`src/rtl/taf_pkg.sv`:
```
package taf_pkg;
   // ---------------------------------------------------------------
   // register map (byte addresses, one word each)
   // ---------------------------------------------------------------
   localparam logic [4:0]  REG_CTRL      = 5'h00;   // [0] zgp mode, [1] alternate key
   localparam logic [4:0]  REG_VENDOR    = 5'h04;   // [15:0] vendor identifier
   localparam logic [4:0]  REG_REQUEST   = 5'h08;   // [0] commission, [1] decommission
   localparam logic [4:0]  REG_COUNTER   = 5'h0C;   // telegram counter
   localparam logic [4:0]  REG_STATUS    = 5'h10;   // busy, kind, learn latch
   localparam int          CTRL_ZGP_BIT  = 0;
   localparam int          CTRL_ALT_BIT  = 1;
   localparam int          REQ_COMM_BIT  = 0;
   localparam int          REQ_DECOM_BIT = 1;
   // ---------------------------------------------------------------
   // payload constants
   // ---------------------------------------------------------------
   localparam logic [7:0]  DATA_LEN_BYTE = 8'h0C;   // 12 bytes follow
   localparam logic [7:0]  COMM_LEN_BYTE = 8'h1D;   // 29 bytes follow
   localparam logic [7:0]  TYPE_BYTE     = 8'hFF;   // manufacturer specific data
   localparam logic [7:0]  DECOM_BYTE    = 8'h00;   // single byte decommission body
   localparam logic [4:0]  DATA_LAST     = 5'h0C;   // 13 byte data payload
   localparam logic [4:0]  COMM_LAST     = 5'h1D;   // 30 byte commissioning payload
   localparam logic [4:0]  DECOM_LAST    = 5'h00;   // 1 byte decommission payload
   localparam logic [4:0]  SIG_FIRST     = 5'h09;   // signature follows 9 signed bytes
   // ---------------------------------------------------------------
   // ccm constants: 4 byte tag, 2 byte length field, 9 bytes of header
   // ---------------------------------------------------------------
   localparam logic [7:0]  CCM_B0_FLAGS  = 8'h49;   // adata, m'=1, l'=1
   localparam logic [7:0]  CCM_A0_FLAGS  = 8'h01;   // l'=1
   localparam logic [15:0] CCM_ADATA_LEN = 16'h0009;
   localparam logic [31:0] COUNTER_RESET = 32'h0000_0000;
   // ---------------------------------------------------------------
   // types
   // ---------------------------------------------------------------
   typedef enum logic [1:0] {KIND_DATA, KIND_COMM, KIND_DECOM} taf_kind_e;
   typedef struct packed {
      logic [7:0] data;                               // payload byte
      logic       last;                               // final byte of telegram
      taf_kind_e  kind;                               // telegram kind
   } taf_beat_s;
   typedef struct packed {
      logic zgp_mode;                                 // zgp radio format
      logic alt_key;                                  // sign with alternate key
   } taf_ctrl_s;
endpackage

```
`src/rtl/taf_framer.sv`:
```
`timescale 1ns/100ps
// Overview of operation
// - each data telegram carries 32-bit signature
// - signature is CCM over nonce, payload, key
// - nonce: address, counter, three zero bytes
// - address and counter least significant first
// - sign length, type, vendor, counter, event
// - signature follows the event byte
// - sign with factory key unless alternate key selected
// - commissioning payload 30 bytes, 0x1D, 0xFF
// - vendor, counter, key, address follow type
// - counter from zero, plus one per telegram
// - vendor identifier configurable, default at reset
// - zgp format when configuration selects it
// - zgp sends requested decommissioning telegram
// - commission on learn or pending request
// - learn held: only first direction commissions
// - pending request served once, then cleared
// - otherwise every actuation seen while idle sends data
// - data payload 13 bytes, tag last
module taf_framer
   import taf_pkg::*;
#(
   parameter logic [15:0] VENDOR_RESET = 16'h0F0F  // arbitrary default value
) (
   input  wire logic                 CLOCK,            // 250 MHz system clock
   input  wire logic                 RST,              // async reset, active high
   input  wire logic [4:0]           AVS_ADDRESS,      // avalon byte address
   input  wire logic                 AVS_READ,         // avalon read
   input  wire logic                 AVS_WRITE,        // avalon write
   input  wire logic [31:0]          AVS_WRITEDATA,    // avalon write data
   input  wire logic [3:0]           AVS_BYTEENABLE,   // avalon byte enables
   output      logic [31:0]          AVS_READDATA,     // avalon read data
   output      logic                 AVS_WAITREQUEST,  // avalon wait
   input  wire logic                 ACTUATE_PIN,      // harvester energy pulse
   input  wire logic                 DIRECTION_PIN,    // 1 push, 0 pull
   input  wire logic                 LEARN_BUTTON_PIN, // learn button held
   input  wire logic [7:0]           EVENT_PIN,        // button event byte
   input  wire logic [127:0]         FACTORY_KEY,      // factory key
   input  wire logic [127:0]         ALTERNATE_KEY,    // alternate key
   input  wire logic [47:0]          SOURCE_ADDR,      // static source address
   output      logic                 AES_REQ,          // block cipher request
   output      logic [127:0]         AES_KEY,          // cipher key
   output      logic [127:0]         AES_IN,           // plaintext block
   input  wire logic                 AES_DONE,         // cipher result pulse
   input  wire logic [127:0]         AES_OUT,          // ciphertext block
   output      taf_pkg::taf_beat_s   TX_BEAT,          // payload byte stream
   output      logic                 TX_VALID,         // beat valid
   input  wire logic                 TX_READY,         // radio accepts beat
   output      logic                 TX_ZGP            // telegram in zgp format
);
   // ---------------------------------------------------------------
   // declarations
   // ---------------------------------------------------------------
   typedef enum logic [2:0] {ST_IDLE, ST_MAC0, ST_MAC1, ST_MAC2,
                             ST_FILL, ST_LOAD, ST_SHOW} taf_state_e;
   taf_state_e   state_q;        // sequencer state
   taf_kind_e    kind_q;         // telegram in progress
   taf_ctrl_s    ctrl_q;         // control register
   logic [15:0]  vendor_q;       // vendor identifier
   logic         comm_req_q;     // pending commissioning request
   logic         decom_req_q;    // pending decommissioning request
   logic [31:0]  counter_q;      // telegram counter
   logic         lrn_lat_q;      // learn direction latched
   logic         lrn_dir_q;      // latched direction
   logic [10:0]  sync1_q;        // first synchroniser stage
   logic [10:0]  sync2_q;        // second synchroniser stage
   logic         act_prev_q;     // actuation edge history
   logic [7:0]   event_q;        // event byte of this telegram
   logic [127:0] x1_q;           // cbc-mac chain value
   logic [31:0]  tag_q;          // mac before masking
   logic [31:0]  sig_q;          // transmitted signature
   logic [4:0]   idx_q;          // payload byte index
   logic         ack_q;          // bus answer phase
   logic [103:0] nonce;          // ccm nonce
   logic         act_rise;       // actuation event
   logic         act_dir;        // synchronised direction
   logic         act_lrn;        // synchronised learn button
   logic         start;          // a telegram is chosen
   taf_kind_e    pick;           // chosen kind
   logic         take_comm;      // commission request consumed
   logic         take_decom;     // decommission request consumed
   logic         done;           // final beat accepted
   logic         wr_hit;         // accepted bus write
   logic [4:0]   last_idx;       // index of final byte
   logic [7:0]   fill_byte;      // byte written to buffer
   logic [7:0]   ram_rd;         // buffered byte

   // ---------------------------------------------------------------
   // pin synchronisers
   // ---------------------------------------------------------------
   // two flops before any logic looks at a pin
   always_ff @(posedge CLOCK or posedge RST) begin
      if (RST) begin
         sync1_q    <= '0;
         sync2_q    <= '0;
         act_prev_q <= 1'b0;
      end else begin
         sync1_q    <= {ACTUATE_PIN, DIRECTION_PIN, LEARN_BUTTON_PIN, EVENT_PIN};
         sync2_q    <= sync1_q;
         act_prev_q <= sync2_q[10];
      end
   end
   assign act_rise = sync2_q[10] & ~act_prev_q;
   assign act_dir  = sync2_q[9];
   assign act_lrn  = sync2_q[8];

   // ---------------------------------------------------------------
   // telegram choice
   // ---------------------------------------------------------------
   // in zgp mode decommission wins, then pending request, then learn, then data
   always_comb begin
      start      = 1'b0;
      pick       = KIND_DATA;
      take_comm  = 1'b0;
      take_decom = 1'b0;
      if (act_rise && state_q == ST_IDLE) begin
         start = 1'b1;
         if (ctrl_q.zgp_mode && decom_req_q) begin
            pick       = KIND_DECOM;
            take_decom = 1'b1;
         end else if (comm_req_q) begin
            pick      = KIND_COMM;
            take_comm = 1'b1;
         end else if (act_lrn) begin
            pick  = KIND_COMM;
            start = !lrn_lat_q || (act_dir == lrn_dir_q);
         end else begin
            pick = KIND_DATA;
         end
      end
   end

   // learn direction latch, dropped when the button is let go
   always_ff @(posedge CLOCK or posedge RST) begin
      if (RST) begin
         lrn_lat_q <= 1'b0;
         lrn_dir_q <= 1'b0;
      end else if (!act_lrn) begin
         lrn_lat_q <= 1'b0;
      end else if (start && pick == KIND_COMM && !take_comm && !lrn_lat_q) begin
         lrn_lat_q <= 1'b1;
         lrn_dir_q <= act_dir;
      end
   end

   // ---------------------------------------------------------------
   // register bus
   // ---------------------------------------------------------------
   assign AVS_WAITREQUEST = (AVS_READ | AVS_WRITE) & ~ack_q;
   assign wr_hit          = AVS_WRITE & ack_q;

   // answer one cycle after the request is seen
   always_ff @(posedge CLOCK or posedge RST) begin
      if (RST) begin
         ack_q <= 1'b0;
      end else begin
         ack_q <= (AVS_READ | AVS_WRITE) & ~ack_q;
      end
   end

   // read data captured while waitrequest is high
   always_ff @(posedge CLOCK or posedge RST) begin
      if (RST) begin
         AVS_READDATA <= 32'h0000_0000;
      end else if (AVS_READ && !ack_q) begin
         unique case (AVS_ADDRESS)
            REG_CTRL:    AVS_READDATA <= {30'h0, ctrl_q.alt_key, ctrl_q.zgp_mode};
            REG_VENDOR:  AVS_READDATA <= {16'h0000, vendor_q};
            REG_REQUEST: AVS_READDATA <= {30'h0, decom_req_q, comm_req_q};
            REG_COUNTER: AVS_READDATA <= counter_q;
            REG_STATUS:  AVS_READDATA <= {27'h0, lrn_dir_q, lrn_lat_q, kind_q,
                                          state_q != ST_IDLE};
            default:     AVS_READDATA <= 32'h0000_0000;  // unmapped
         endcase
      end
   end

   // control and vendor registers
   always_ff @(posedge CLOCK or posedge RST) begin
      if (RST) begin
         ctrl_q   <= '0;
         vendor_q <= VENDOR_RESET;
      end else if (wr_hit) begin
         if (AVS_ADDRESS == REG_CTRL && AVS_BYTEENABLE[0]) begin
            ctrl_q.zgp_mode <= AVS_WRITEDATA[CTRL_ZGP_BIT];
            ctrl_q.alt_key  <= AVS_WRITEDATA[CTRL_ALT_BIT];
         end
         if (AVS_ADDRESS == REG_VENDOR) begin
            if (AVS_BYTEENABLE[0]) vendor_q[7:0]  <= AVS_WRITEDATA[7:0];
            if (AVS_BYTEENABLE[1]) vendor_q[15:8] <= AVS_WRITEDATA[15:8];
         end
      end
   end

   // request flags: a software set beats a hardware clear
   always_ff @(posedge CLOCK or posedge RST) begin
      if (RST) begin
         comm_req_q  <= 1'b0;
         decom_req_q <= 1'b0;
      end else begin
         comm_req_q  <= (comm_req_q & ~take_comm) |
                        (wr_hit && AVS_ADDRESS == REG_REQUEST && AVS_BYTEENABLE[0] &&
                         AVS_WRITEDATA[REQ_COMM_BIT]);
         decom_req_q <= (decom_req_q & ~take_decom) |
                        (wr_hit && AVS_ADDRESS == REG_REQUEST && AVS_BYTEENABLE[0] &&
                         AVS_WRITEDATA[REQ_DECOM_BIT]);
      end
   end

   // ---------------------------------------------------------------
   // ccm signature
   // ---------------------------------------------------------------
   // address and counter go least significant byte first
   assign nonce = {SOURCE_ADDR[7:0], SOURCE_ADDR[15:8], SOURCE_ADDR[23:16],
                   SOURCE_ADDR[31:24], SOURCE_ADDR[39:32], SOURCE_ADDR[47:40],
                   counter_q[7:0], counter_q[15:8], counter_q[23:16],
                   counter_q[31:24], 24'h00_0000};
   assign AES_KEY = ctrl_q.alt_key ? ALTERNATE_KEY : FACTORY_KEY;

   // cipher requests: b0, then b1 xor x1, then a0 for the mask
   always_ff @(posedge CLOCK or posedge RST) begin
      if (RST) begin
         AES_REQ <= 1'b0;
         AES_IN  <= '0;
      end else if (state_q == ST_IDLE && start && pick == KIND_DATA) begin
         AES_REQ <= 1'b1;
         AES_IN  <= {CCM_B0_FLAGS, nonce, 16'h0000};
      end else if (state_q == ST_MAC0 && AES_DONE) begin
         AES_IN  <= AES_OUT ^ {CCM_ADATA_LEN, DATA_LEN_BYTE, TYPE_BYTE,
                               vendor_q[7:0], vendor_q[15:8], counter_q[7:0],
                               counter_q[15:8], counter_q[23:16], counter_q[31:24],
                               event_q, 40'h00_0000_0000};
      end else if (state_q == ST_MAC1 && AES_DONE) begin
         AES_IN  <= {CCM_A0_FLAGS, nonce, 16'h0000};
      end else if (state_q == ST_MAC2 && AES_DONE) begin
         AES_REQ <= 1'b0;
      end
   end

   // tag from the chain, signature masked by the counter block
   always_ff @(posedge CLOCK or posedge RST) begin
      if (RST) begin
         x1_q  <= '0;
         tag_q <= 32'h0000_0000;
         sig_q <= 32'h0000_0000;
      end else if (AES_DONE) begin
         if (state_q == ST_MAC0) x1_q  <= AES_OUT;
         if (state_q == ST_MAC1) tag_q <= AES_OUT[127:96];
         if (state_q == ST_MAC2) sig_q <= tag_q ^ AES_OUT[127:96];
      end
   end

   // ---------------------------------------------------------------
   // sequencer
   // ---------------------------------------------------------------
   assign done = (state_q == ST_SHOW) && TX_READY && TX_BEAT.last;

   always_ff @(posedge CLOCK or posedge RST) begin
      if (RST) begin
         state_q <= ST_IDLE;
         kind_q  <= KIND_DATA;
         event_q <= 8'h00;
         idx_q   <= 5'h00;
      end else begin
         unique case (state_q)
            ST_IDLE: begin
               idx_q <= 5'h00;
               if (start) begin
                  kind_q  <= pick;
                  event_q <= sync2_q[7:0];
                  state_q <= (pick == KIND_DATA) ? ST_MAC0 : ST_FILL;
               end
            end
            ST_MAC0: if (AES_DONE) state_q <= ST_MAC1;
            ST_MAC1: if (AES_DONE) state_q <= ST_MAC2;
            ST_MAC2: if (AES_DONE) state_q <= ST_FILL;
            ST_FILL: begin
               idx_q <= idx_q + 5'h01;
               if (idx_q == last_idx) begin
                  idx_q   <= 5'h00;
                  state_q <= ST_LOAD;
               end
            end
            ST_LOAD: state_q <= ST_SHOW;
            ST_SHOW: begin
               if (TX_READY) begin
                  idx_q   <= idx_q + 5'h01;
                  state_q <= TX_BEAT.last ? ST_IDLE : ST_LOAD;
               end
            end
         endcase
      end
   end

   // counter steps once per telegram handed to the radio
   always_ff @(posedge CLOCK or posedge RST) begin
      if (RST) begin
         counter_q <= COUNTER_RESET;
      end else if (done) begin
         counter_q <= counter_q + 32'h0000_0001;
      end
   end

   // ---------------------------------------------------------------
   // payload assembly
   // ---------------------------------------------------------------
   always_comb begin
      unique case (kind_q)
         KIND_DATA:  last_idx = DATA_LAST;
         KIND_COMM:  last_idx = COMM_LAST;
         default:    last_idx = DECOM_LAST;
      endcase
   end

   // byte for each position of the chosen payload
   always_comb begin
      fill_byte = 8'h00;
      if (kind_q == KIND_DECOM) begin
         fill_byte = DECOM_BYTE;
      end else if (idx_q == 5'h00) begin
         fill_byte = (kind_q == KIND_DATA) ? DATA_LEN_BYTE : COMM_LEN_BYTE;
      end else if (idx_q == 5'h01) begin
         fill_byte = TYPE_BYTE;
      end else if (idx_q < 5'h04) begin
         fill_byte = vendor_q[8*(idx_q-5'h02) +: 8];
      end else if (idx_q < 5'h08) begin
         fill_byte = counter_q[8*(idx_q-5'h04) +: 8];
      end else if (kind_q == KIND_DATA) begin
         if (idx_q == 5'h08) fill_byte = event_q;
         else fill_byte = sig_q[8*(5'h0C-idx_q) +: 8];
      end else if (idx_q < 5'h18) begin
         fill_byte = FACTORY_KEY[8*(5'h17-idx_q) +: 8];
      end else begin
         fill_byte = SOURCE_ADDR[8*(idx_q-5'h18) +: 8];
      end
   end

   taf_payload_ram #(
      .WIDTH (8),
      .DEPTH (32)
   ) u_ram (
      .clk     (CLOCK),
      .wr_en   (state_q == ST_FILL),
      .wr_addr (idx_q),
      .wr_data (fill_byte),
      .rd_addr (idx_q),
      .rd_data (ram_rd)
   );

   // stream out of the buffer
   assign TX_VALID     = (state_q == ST_SHOW);
   assign TX_BEAT.data = ram_rd;
   assign TX_BEAT.last = (idx_q == last_idx);
   assign TX_BEAT.kind = kind_q;
   assign TX_ZGP       = ctrl_q.zgp_mode;
endmodule

```
`src/rtl/taf_payload_ram.sv`:
```
`timescale 1ns/100ps
module taf_payload_ram #(
   parameter int WIDTH = 8,
   parameter int DEPTH = 32
) (
   input  wire logic                     clk,     // system clock
   input  wire logic                     wr_en,   // write strobe
   input  wire logic [$clog2(DEPTH)-1:0] wr_addr, // write address
   input  wire logic [WIDTH-1:0]         wr_data, // write data
   input  wire logic [$clog2(DEPTH)-1:0] rd_addr, // read address
   output      logic [WIDTH-1:0]         rd_data  // registered read data
);
   // ---------------------------------------------------------------
   // storage
   // ---------------------------------------------------------------
   logic [WIDTH-1:0] mem_q [DEPTH];  // payload bytes

   // refuse a buffer too small for a commissioning telegram, at elaboration
   if (DEPTH < 30 || WIDTH < 1) begin : g_depth_check
      $error("payload ram too shallow");
   end

   // write port
   always_ff @(posedge clk) begin
      if (wr_en) begin
         mem_q[wr_addr] <= wr_data;
      end
   end

   // read data from a register
   always_ff @(posedge clk) begin
      rd_data <= mem_q[rd_addr];
   end
endmodule

```
`config.mk`:
```
export PLATFORM = sky130hd
export DESIGN_NAME = taf_framer
export DESIGN_NICKNAME = d
export VERILOG_FILES = /design/src/rtl/taf_pkg.sv /design/src/rtl/taf_framer.sv /design/src/rtl/taf_payload_ram.sv
export SDC_FILE = /design/constraint.sdc
export NUM_CORES = 1
export LEC_CHECK = 0
export BUFFER_PORTS_ARGS = -buffer_cell sky130_fd_sc_hd__clkbuf_2
export CAP_MARGIN = 25
export CORE_AREA = 2 2 312 314
export CTS_CLUSTER_DIAMETER = 50
export DETAILED_ROUTE_END_ITERATION = 8
export DIE_AREA = 0 0 314 316
export PLACE_DENSITY = 0.6
export SLEW_MARGIN = 0
export SYNTH_ARGS = -nofsm -noshare
export SYNTH_HDL_FRONTEND = slang
export SYNTH_SLANG_ARGS = --single-unit
```
`constraint.sdc`:
```
create_clock -name CLOCK -period 10.8 [get_ports CLOCK]
set_input_delay 0.54 -clock CLOCK [delete_from_list [all_inputs] [get_ports CLOCK]]
set_output_delay 0.54 -clock CLOCK [all_outputs]
set_load 0.005 [all_outputs]
```
==> impl_metrics.ini <==
[status]
status = completed

[worst_setup_path]
cp_num_buf_inv = 4
cp_max_fo = 42
required_ns = 10.26
cp-start-kind = flop
cp-end-kind = primary output
worstPathArrival_ns = 4.07
slowest_delay_ns = 0.66
path_common_cell = buf_4
worstPathCellList = buf_4, buf_4, and2b_1, a31oi_1, or2_2, inv_1, clkbuf_2
criticalPathCategory = reg2out
crit_slowest_cell = dfrtp_4
path_delay_family = buffers and inverters

[cells_and_area]
utilization_pct = 37.4
most-common-layout-cells = clkbuf_2, dfrtp_1, edfxtp_1
final_common_cell = clkbuf_2
multiInputGateArea_um2 = 11300
nFillCells = 9331
fin_nets = 3368
areaGrowthSynthToFinish_pct = 28.3
design_area_um2 = 35900
seq_area_um2 = 15900
instances_no_fill = 4229
drive_above_1_share_pct = 43.7

[yosys]
yosysTopAreaCell = dfrtp_1
ys_warn_count = 0
synthAdderAreaFrac_pct = 0.671
avgSynthCellArea_um2 = 13.2
yosysUniqueCellTypes = 70
synth-simple-area-share_pct = 7.35
syn_area_um2 = 28000
synthCells = 2123
async_flop_share_pct = 54.9
synth-main-ff-cell = dfrtp_1
synth_edf_count = 256
synth_top_area_share_pct = 28.0
synth_compound_area_share_pct = 9.14
synth_nets = 2628
synth_seq_cells = 585
synth.top_cells.by_area = dfrtp_1, edfxtp_1, mux2_2
synth_xor_area_share_pct = 3.85
synth_top_family_by_area = multiplexers
synth_mux_area_share_pct = 19.3
seq_area_frac_synth_pct = 56.8

[floorplan]
die_x_um = 314
fp.dieH_um = 316
dieArea_um2 = 99200
core_um2 = 96000
initial_utilization_pct = 29.1
placementRows = 114
ios = 793

[pwr]
p_leak_uw = 0.0153
power.density_nw_per_um2 = 240
ir_drop_mv = 0.170

[clocking]
cts.clk_slew.worst_paths_ns = 0.06
clockBufferDepth = 3
numCtsBuffers = 77
cts_root_buf = clkbuf_16
ctsResizeCount = 0
cts_tree = built
htreeDepth = 3
postCtsHoldBufs = 10
clk_latency_ns = 0.63
clock_sinks = 585
post-cts-setup-buffers = 0

[global_route]
grt.total_usage_pct = 23.2
grt_pass1_vias = 20361
grt_first_pass_wirelength_mm = 161
antenna_found_initial = 39
grt_max_degree = 110
grt_overflow_total = 0

[route]
drtPass1Iterations = 5
avgRoutedWirePerCell_um = 28.1
drc = 0
drt_iter0_markers = 2225
vias = 21191
antenna_left = 0
via_per_inst = 5.01
wl_mm = 119

[placed_design]
gp_congestion = 0.909
port_buffers = 774
post-dp-hpwl_mm = 92.3
place_inst = 4047
place_area_um2 = 33000

[sta]
worstMarginPinSlew_ns = 1.05
hold_viol_final = 0
setup_viol = 0
min_period_ns = 4.61
relSlewSlack_pct = 29.2
rsz0062_at_grt = no
final.setup.tns_ns = 0
final_max_slew_viol_count = 0
timing.final.crit_share_pct = 42.7
finalClockSkew_ns = 0.0282
timing.fmax_mhz = 217

[flow_run]
max_cap_violations = 0

[min_path]
holdCritPathClass = in2async
==> power by group <==
| group | leakage [µW] | total, µW | internal [µW] | switching, µW |
|---|---|---|---|---|
| clock network | 0.00128 | 2580 | 1520 | 1060 |
| logic | 0.00741 | 2740 | 1150 | 1590 |
| registers | 0.00661 | 3280 | 2970 | 317 |
| total | 0.0153 | 8610 | 5640 | 2970 |
==> state kept, by name, indices dropped and copies added (netlist names), 2 cells and up <==
| signal | cells |
|---|---|
| kind_q | 2 |
| idx_q | 5 |
| AES_IN | 128 |
| sync2_q | 11 |
| AVS_READDATA | 32 |
| event_q | 8 |
| tag_q | 32 |
| u_ram.rd_data | 8 |
| counter_q | 32 |
| sync1_q | 11 |
| vendor_q | 16 |
| u_ram.mem_q | 256 |
| sig_q | 32 |
| state_q | 3 |
==> area by class of cell <==
class                   instances  share of cell area, %
diodes                         27                  0.188
clock buffers                  99                   5.99
clock inverters                43                   1.34
inverters                      17                  0.199
multi-input cells            1364                   31.6
flip-flops and latches        585                   44.3
well taps                    1276                   4.45
repair buffers                818                   12.0
==> metal layers <==
layer | routed length [µm] | GRT usage (%) | vias up
met3 | 12900 | 10.0 | 152
met1 | 51200 | 31.2 | 10595
met5 | 418 | 4.17 | -
met4 | 2540 | 6.26 | 36
li1 | - | - | 9504
met2 | 51700 | 33.5 | 904
==> through the flow <==
stage          total power, µW  worst slack [ns]  hold slack, ns
2_1_floorplan             4850              1.39           0.331
6_report                  8610              6.19          0.0302
5_1_grt                   9010              6.01          0.0280
3_5_place_dp              6060              6.54           0.336
4_1_cts                   8660              6.15         0.00922
3_3_place_gp              6020              6.56           0.332
==> cell families (layout without fill, tap and decap cells) <==
logic type,count (synthesis),in the layout
xor gates and xnor gates,123,123
other,0,27
muxes,367,367
and+or+nand+nor,464,464
buffers and inverters,174,977
DFF,585,585
AOI/OAI and AO/OA,395,395
adders and majority gates,15,15
==> final timing paths <==
check	endpoint	cells past startpoint	slack, ns	from
max	TX_BEAT[2]	7	6.19	idx_q[1]
min	AES_IN[11]	2	0.03	RST
max reg2reg	u_ram.mem_q[4][2]	8	6.57	idx_q[3]
min reg2reg	sync2_q[5]	0	0.35	sync1_q[5]
max in group asynchronous	sig_q[23]	5	9.49	RST
min in group CLOCK	sync1_q[10]	1	0.04	ACTUATE_PIN
==> synthesized netlist by cell type (4+ instances only) <==
library cell / n
a211oi_1: 10
a21o_1: 10
a21oi_1: 82
a221o_1: 16
a221oi_1: 20
a22o_1: 47
a22oi_1: 19
a32oi_1: 8
and3_1: 17
and4_1: 6
and4b_1: 4
buf_1: 14
buf_2: 32
buf_4: 10
clkbuf_1: 93
dfrtp_1: 313
dfstp_2: 8
dfxtp_1: 8
edfxtp_1: 256
ha_1: 15
inv_1: 14
mux2_2: 207
mux2i_1: 48
mux4_1: 18
mux4_2: 94
nand2_1: 222
nand2b_1: 6
nand3_1: 34
nand4_1: 10
nor2_1: 124
nor2b_1: 6
nor3_1: 13
o21a_1: 10
o21ai_0: 140
o21ai_1: 7
o221a_2: 7
xnor2_1: 113
xor2_1: 10
No activity file was read; power rests on OpenSTA's default activity.
